`config.mk`:
```
export PLATFORM = sky130hd
export DESIGN_NAME = secondary_clock_control
export DESIGN_NICKNAME = d
export VERILOG_FILES = /design/src/clock_mask_pkg.sv /design/src/level_sync.sv /design/src/secondary_clock_control.sv
export SDC_FILE = /design/constraint.sdc
export NUM_CORES = 1
export LEC_CHECK = 0
export ABC_CLOCK_PERIOD_IN_PS = 1950
export BUFFER_PORTS_ARGS = -buffer_cell sky130_fd_sc_hd__buf_2
export CAP_MARGIN = 25
export CORE_MARGIN = 10
export CORE_UTILIZATION = 44
export CTS_CLUSTER_DIAMETER = 120
export DETAILED_ROUTE_END_ITERATION = 10
export HOLD_SLACK_MARGIN = 0.15
export PLACE_DENSITY = 0.77
export SKIP_LAST_GASP = 1
export SYNTH_ARGS = -nofsm -noshare
export SYNTH_HDL_FRONTEND = slang
export SYNTH_SLANG_ARGS = --single-unit
```
`constraint.sdc`:
```
create_clock -name pclk -period 1.95 [get_ports pclk]
set_input_delay 0.39 -clock pclk [delete_from_list [all_inputs] [get_ports pclk]]
set_output_delay 0.39 -clock pclk [all_outputs]
set_load 0.005 [all_outputs]
```
`src/clock_mask_pkg.sv`:
```
// Constants, register map and types for the secondary clock mask and speed select block.
// Assumes a single 20 MHz APB clock and an active-low asynchronous primary reset.
package clock_mask_pkg;

    // ======================================================================
    // Clocking and timing
    // ======================================================================
    localparam int CLOCK_PERIOD_NS = 50;
    localparam int SHIFT_HALF_NS = 100;
    // Least time, so round up to whole cycles, never below one
    localparam int SHIFT_HALF_RAW = (SHIFT_HALF_NS + CLOCK_PERIOD_NS - 1) / CLOCK_PERIOD_NS;
    localparam int SHIFT_HALF_CYCLES = (SHIFT_HALF_RAW < 1) ? 1 : SHIFT_HALF_RAW;
    localparam int TIMER_WIDTH = 4;

    // ======================================================================
    // Secondary clock outputs and serial mask pins
    // ======================================================================
    localparam int CLOCK_OUTPUTS = 10;
    localparam int COUNT_WIDTH = 4;
    localparam int GPIO_WIDTH = 4;
    localparam int GPIO_SHIFT_CLOCK = 0;
    localparam int GPIO_SHIFT_LOAD = 2;
    localparam int SYNC_WIDTH = 4;

    // ======================================================================
    // Register map (byte addresses)
    // ======================================================================
    localparam int ADDR_WIDTH = 8;
    localparam logic [7:0] CONTROL_OFFSET = 8'h00;
    localparam logic [7:0] CLOCK_DISABLE_OFFSET = 8'h04;
    localparam logic [7:0] STATUS_OFFSET = 8'h08;
    localparam int CONTROL_SEC_RESET_BIT = 0;
    localparam logic CONTROL_RESET_VALUE = 1'b0;
    localparam logic [9:0] CLOCK_DISABLE_RESET_VALUE = 10'h000;
    localparam int STATUS_MASK_DONE_BIT = 0;
    localparam int STATUS_FAST_CAPABLE_BIT = 1;
    localparam int STATUS_PRIMARY_FAST_BIT = 2;
    localparam int STATUS_SECONDARY_SENSE_BIT = 3;
    localparam int STATUS_SECONDARY_FAST_BIT = 4;

    // ======================================================================
    // Types
    // ======================================================================
    typedef enum logic [1:0] {
        SHIFT_LOAD,
        SHIFT_LOW,
        SHIFT_HIGH,
        SHIFT_DONE
    } shift_state_type;

    typedef struct packed {
        logic mask_bit;
        logic fast_capable;
        logic primary_fast;
        logic secondary_sense;
    } strap_type;

endpackage

```
`src/level_sync.sv`:
```
// Two-flop synchroniser for a group of slow level inputs.
// Assumes each bit is a quasi-static level; bits are not coherent with each other.
`timescale 1ns/1ps
module level_sync #(
    parameter int WIDTH = 4
) (
    input wire logic pclk,
    input wire logic presetn,
    input wire logic [WIDTH-1:0] async_in,
    output logic [WIDTH-1:0] sync_out
);

    logic [WIDTH-1:0] first_stage;

    // ======================================================================
    // Synchroniser chain; first stage feeds only the second
    // ======================================================================
    always_ff @(posedge pclk or negedge presetn) begin
        if (!presetn) begin
            first_stage <= '0;
            sync_out <= '0;
        end else begin
            first_stage <= async_in;
            sync_out <= first_stage;
        end
    end

endmodule

```
`src/secondary_clock_control.sv`:
```
// Secondary clock mask loader, secondary reset hold and bus speed select, with APB registers.
// Assumes strap and pin inputs are asynchronous and presetn is the primary bus reset.
//
// Functional notes
// - Start mask shifting once primary reset releases while secondary reset is held.
// - Each received mask bit lands in the clock disable register, gating one output.
// - Mask input held low leaves all secondary clocks enabled.
// - Mask input held high parks every secondary clock at static high.
// - Capability strap high allows 66 MHz; low restricts to 33 MHz.
// - Primary speed input low: drive secondary speed pin low for 33 MHz.
// - Primary speed input and capability strap both high: release open-drain secondary speed pin, only sense it.
// - Secondary reset held until primary reset gone, mask loaded, control bit clear.
// - Mask loads over gpio pins and mask input; software may write disable bits.
//
// Added by the designer: the address map and the APB register port.
`timescale 1ns/1ps
module secondary_clock_control (
    input wire logic pclk,
    input wire logic presetn,
    input wire logic psel,
    input wire logic penable,
    input wire logic pwrite,
    input wire logic [clock_mask_pkg::ADDR_WIDTH-1:0] paddr,
    input wire logic [31:0] pwdata,
    output logic [31:0] prdata,
    output logic pready,
    output logic pslverr,
    input wire logic mask_in,
    input wire logic fast_capable_strap,
    input wire logic primary_fast_enable,
    input wire logic secondary_fast_enable_in,
    output logic secondary_fast_enable_out,
    output logic secondary_fast_enable_oe,
    input wire logic [clock_mask_pkg::GPIO_WIDTH-1:0] gpio_in,
    output logic [clock_mask_pkg::GPIO_WIDTH-1:0] gpio_out,
    output logic [clock_mask_pkg::GPIO_WIDTH-1:0] gpio_oe,
    output logic [clock_mask_pkg::CLOCK_OUTPUTS-1:0] clock_out_disable,
    output logic secondary_reset_n
);
    import clock_mask_pkg::*;

    // ======================================================================
    // Declarations
    // ======================================================================
    strap_type straps;
    shift_state_type state;
    shift_state_type next_state;
    logic [TIMER_WIDTH-1:0] timer;
    logic [COUNT_WIDTH-1:0] bit_count;
    logic [CLOCK_OUTPUTS-1:0] clock_disable;
    logic sec_reset_bit;
    logic [GPIO_WIDTH-1:0] next_gpio_out;
    logic [GPIO_WIDTH-1:0] next_gpio_oe;

    // Register offset match, shared by read and write decode
    function automatic logic hits(input logic [ADDR_WIDTH-1:0] addr,
                                  input logic [7:0] offset);
        hits = (addr == offset);
    endfunction

    // ======================================================================
    // Pin synchronisers
    // ======================================================================
    level_sync #(
        .WIDTH(SYNC_WIDTH)
    ) pin_sync (
        .pclk(pclk),
        .presetn(presetn),
        .async_in({mask_in, fast_capable_strap, primary_fast_enable, secondary_fast_enable_in}),
        .sync_out(straps)
    );

    // ======================================================================
    // Serial mask shift sequencer
    // ======================================================================
    // Half-period timer paces the gpio shift clock
    wire timer_done = (timer == TIMER_WIDTH'(SHIFT_HALF_CYCLES - 1));
    wire last_bit = (bit_count == COUNT_WIDTH'(CLOCK_OUTPUTS - 1));
    wire sample_bit = (state == SHIFT_LOW) && timer_done;
    wire shifting = (state != SHIFT_DONE);

    // Reset leaves the sequencer in LOAD, so shifting starts at release
    always_comb begin
        next_state = state;
        case (state)
            SHIFT_LOAD: begin
                if (timer_done) begin
                    next_state = SHIFT_LOW;
                end
            end
            SHIFT_LOW: begin
                if (timer_done) begin
                    next_state = SHIFT_HIGH;
                end
            end
            SHIFT_HIGH: begin
                if (timer_done) begin
                    next_state = last_bit ? SHIFT_DONE : SHIFT_LOW;
                end
            end
            SHIFT_DONE: begin
                next_state = SHIFT_DONE;
            end
            default: begin
                next_state = SHIFT_DONE;
            end
        endcase
    end

    // Load strobe low in LOAD, shift clock high in HIGH; pins released after
    always_comb begin
        next_gpio_out = '0;
        next_gpio_oe = '0;
        if (next_state != SHIFT_DONE) begin
            next_gpio_oe[GPIO_SHIFT_CLOCK] = 1'b1;
            next_gpio_oe[GPIO_SHIFT_LOAD] = 1'b1;
            next_gpio_out[GPIO_SHIFT_LOAD] = (next_state != SHIFT_LOAD);
            next_gpio_out[GPIO_SHIFT_CLOCK] = (next_state == SHIFT_HIGH);
        end
    end

    always_ff @(posedge pclk or negedge presetn) begin
        if (!presetn) begin
            state <= SHIFT_LOAD;
            timer <= '0;
            bit_count <= '0;
            gpio_out <= '0;
            gpio_oe <= '0;
        end else begin
            state <= next_state;
            timer <= (timer_done || !shifting) ? '0 : timer + 1'b1;
            gpio_out <= next_gpio_out;
            gpio_oe <= next_gpio_oe;
            if (state == SHIFT_HIGH && timer_done) begin
                bit_count <= bit_count + 1'b1;
            end
        end
    end

    // ======================================================================
    // APB slave: zero wait state, error on unmapped address
    // ======================================================================
    wire setup = psel && !penable;
    wire access = psel && penable && pready;
    wire hit_control = hits(paddr, CONTROL_OFFSET);
    wire hit_disable = hits(paddr, CLOCK_DISABLE_OFFSET);
    wire hit_status = hits(paddr, STATUS_OFFSET);
    wire mapped = hit_control || hit_disable || hit_status;
    wire write_control = access && pwrite && hit_control;
    wire write_disable = access && pwrite && hit_disable;
    wire secondary_fast = straps.fast_capable && straps.primary_fast && straps.secondary_sense;

    wire [31:0] status_word = 32'(
        {secondary_fast, straps.secondary_sense, straps.primary_fast,
         straps.fast_capable, !shifting});
    wire [31:0] read_word = hit_control ? 32'(sec_reset_bit) :
                            hit_disable ? 32'(clock_disable) :
                            hit_status ? status_word : 32'h0000_0000;

    // Read data and ready are captured in setup, so they come from flops
    always_ff @(posedge pclk or negedge presetn) begin
        if (!presetn) begin
            pready <= 1'b0;
            pslverr <= 1'b0;
            prdata <= 32'h0000_0000;
        end else begin
            pready <= setup;
            pslverr <= setup && !mapped;
            prdata <= (setup && !pwrite) ? read_word : 32'h0000_0000;
        end
    end

    // ======================================================================
    // Control and clock disable registers
    // ======================================================================
    // A mask sample beats a software write in the same cycle
    always_ff @(posedge pclk or negedge presetn) begin
        if (!presetn) begin
            sec_reset_bit <= CONTROL_RESET_VALUE;
            clock_disable <= CLOCK_DISABLE_RESET_VALUE;
        end else begin
            if (write_control) begin
                sec_reset_bit <= pwdata[CONTROL_SEC_RESET_BIT];
            end
            if (sample_bit) begin
                clock_disable[bit_count] <= straps.mask_bit;
            end else if (write_disable) begin
                clock_disable <= pwdata[CLOCK_OUTPUTS-1:0];
            end
        end
    end

    // ======================================================================
    // Pin outputs
    // ======================================================================
    // Open drain: the pin only ever pulls low, so its data flop stays low
    always_ff @(posedge pclk or negedge presetn) begin
        if (!presetn) begin
            clock_out_disable <= '0;
            secondary_reset_n <= 1'b0;
            secondary_fast_enable_oe <= 1'b1;
            secondary_fast_enable_out <= 1'b0;
        end else begin
            secondary_fast_enable_out <= 1'b0;
            // Disabled outputs park high; all-zero mask keeps all running
            clock_out_disable <= clock_disable;
            secondary_reset_n <= !shifting && !sec_reset_bit;
            // Pull low unless both strap and primary allow the fast rate
            secondary_fast_enable_oe <= !(straps.fast_capable && straps.primary_fast);
        end
    end

endmodule

```
==> out/results.ini <==
[route]
routed_wl_um=5872
viasPerCell=5.026
post_drt_wl_per_cell_um=15.53
vias=1900
drc=0
first_pass_iters=4
ant_nets=0
drt_iter0_drc=116

[cells_and_area]
layout_common_cells=dfrtp_1 (55), buf_2 (54), conb_1 (27)
drive_gt1_frac=0.3894
n_antenna_cell=0
final_core_util=0.5418
area_growth_syn_to_layout_pct=19.53
final_common_cell=dfrtp_1
nets=363
fillers=529

[floorplanning]
core_area_um2=5921
start_util=0.4533
ios=108
die_w_um=98.10
dieArea_um2=9624
die_y_um=98.10
rows=28

[timing]
fin_crit_sh=1.037
worst_slack_ns=-0.07199
finalHoldViolations=0
finClkSkew_ns=0.008710
rsz0062_at_grt=true
max_freq_mhz=494.6
min_period_ns=2.022
setup_tns_ns=-0.4746
finalSetupViolations=8
finalMaxSlewViolations=0

[clock_network]
cts_inserted_buffers=5
cts.sinks=56
clk_latency_ns=0.31
cts_buffer_depth=2
clk_pin_slew_ns=0.10
root_buffer=clkbuf_8
cts_tree=yes
cts-htree-levels=2

[worst_setup_path]
worstSetupStartpointType=register
max_stage_delay_ns=0.42
reg2reg_from=timer[1]
critPathSlowestCell=or3b_4
crit_path_end_kind=register
path_max_fanout=8
r2r_slack_ns=-0.07
critPathRequiredTime_ns=2.15
rr_worst_depth=8
path_delay_family=simple AND/OR/NAND/NOR gates
r2r-end=clock_disable[3]
critPathBufInv=3
cp_data_arrival_time_ns=2.22
path_cells=inv_1, ha_2, or3b_4, buf_6, o211ai_4, buf_12, o21ai_2, mux2_4
path_class=register to register

[global_route]
grt_pass1_vias=2012
grt_pass1_wl_um=9584
grt-ovfl-total=0
antenna_found_initial=0
grtUsageTotal=0.1184
grt_max_degree=57

[synthesis]
avgSynthCellArea_um2=11.62
ys_async_sr_fraction=1.000
synth_warnings=0
synth_edf_count=0
ys.flop_type=dfrtp_1
yosysUniqueCellTypes=48
post_synth_inst_count=231
ys_ff_latch=56
synthesis.area_um2=2684
yosysSeqAreaShare=0.5226

[hold_path]
hold_depth=1
hp-class=input pin to register
min_to=pin_sync.first_stage[2]
worstHoldStart=fast_capable_strap

[power]
vdd_drop_max_v=0.0003745
p_leak_nw=1.632
power.density_nw_per_um2=652.7

[run]
maxCapViolCount=0

[placed_design]
gp_congestion=0.8292
portBuffers=54
dp_hpwl_um=4268

[status]
violations=negative setup slack
outcome=finished with violations

==> worst max path at each step <==
| stage | startpoint | slack, ns | to | depth (start not counted) |
|---|---|---|---|---|
| after floorplan | timer[1] | 0.01 | clock_disable[1] | 7 |
| after global placement | timer[1] | -0.08 | clock_disable[6] | 7 |
| after detailed placement | timer[1] | -0.14 | clock_disable[7] | 7 |
| after CTS | timer[1] | -0.04 | clock_disable[7] | 7 |
| after global routing | timer[1] | -0.11 | clock_disable[7] | 8 |
| final | timer[1] | -0.07 | clock_disable[3] | 8 |
==> registers in the layout, indices dropped and copies added (netlist names), 2 cells and up <==
register              count
state                     2
gpio_out                  2
pin_sync.first_stage      4
timer                     4
prdata                   10
clock_disable            10
bit_count                 4
clock_out_disable        10
pin_sync.sync_out         4
==> through the flow <==
| stage | instance area [µm²] | setup slack, ns | hold WS [ns] | total power (W) | std cells |
|---|---|---|---|---|---|
| after floorplan | 2781 | 0.01192 | 0.09441 | 0.001320 | 257 |
| after global placement | 2975 | -0.08287 | 0.3338 | 0.001359 | 364 |
| after detailed placement | 2975 | -0.1398 | 0.3364 | 0.001364 | 364 |
| after CTS | 3126 | -0.04350 | 0.1735 | 0.002106 | 376 |
| after global routing | 3208 | -0.1141 | 0.1687 | 0.002191 | 378 |
| final | 3208 | -0.07199 | 0.1776 | 0.002094 | 378 |
==> cells in the mapped netlist (3+ instances only) <==
cell type   n  area [µm²]
a22oi_1     3       22.52
and2_1      3       18.77
and3_2      5       37.54
buf_4      28       210.2
buf_6       3       33.78
dfrtp_1    55        1376
ha_1        8       100.1
inv_1      12       45.04
mux2_1      8       90.09
mux2_2      8       90.09
nand2_1     9       33.78
nand3_1     3       15.01
nand4_1    11       68.82
nor2_1     12       45.04
nor2b_1     4       25.02
nor3_1      3       15.01
o21ai_0    13       65.06
xnor2_1     3       26.28
==> power breakdown <==
group | internal (W) | switching (W)
clock network | 0.000382 | 0.000361
logic | 0.0000619 | 0.0000806
registers | 0.00119 | 0.0000152
==> worst register-to-register path: stages (launching register included) <==
cell	delay, ns
dfrtp_1	0.39
inv_1	0.07
ha_2	0.16
or3b_4	0.42
buf_6	0.15
o211ai_4	0.19
buf_12	0.16
o21ai_2	0.07
mux2_4	0.31
==> kinds of logic (layout without fill, tap and decap cells) <==
group / Yosys count / count (layout) / synth area share
and+or+nand+nor: 69 / 69 / 0.1622
DFF: 56 / 56 / 0.5226
buffers and inverters: 46 / 92 / 0.1184
AOI/OAI and AO/OA: 30 / 30 / 0.07459
muxes: 16 / 16 / 0.06714
adders and majority gates: 8 / 8 / 0.03730
xor gates and xnor gates: 5 / 5 / 0.01632
other: 1 / 27 / 0.001397
==> metal layers <==
layer / vias to the layer above / track usage / part of all wire
met3: 10 / 0.03594 / 0.068
met1: 928 / 0.1392 / 0.43
li1: 885 / - / -
met5: - / 0 / 0
met4: 0 / 0.04362 / 0.017
met2: 77 / 0.1985 / 0.49
==> area by class of cell <==
type | instances | area (µm²) | area share
tap | 75 | 93.84 | 0.02925
clock buffer | 6 | 72.57 | 0.02262
multi-input combinational | 155 | 1119 | 0.3487
inverter | 12 | 45.04 | 0.01404
timing repair buffer | 72 | 440.4 | 0.1373
clock inverter | 2 | 35.03 | 0.01092
sequential | 56 | 1403 | 0.4372
==> timing repair <==
| action | CTS | global route |
|---|---|---|
| pin swaps | 3 | 1 |
| hold buffers | 1 | 0 |
| setup endpoints to repair | 8 | 9 |
| setup buffers | 3 | 2 |
| hold endpoints to repair | 55 | 0 |
| resized for setup | 10 | 16 |
No activity file was read; power rests on OpenSTA's default activity.
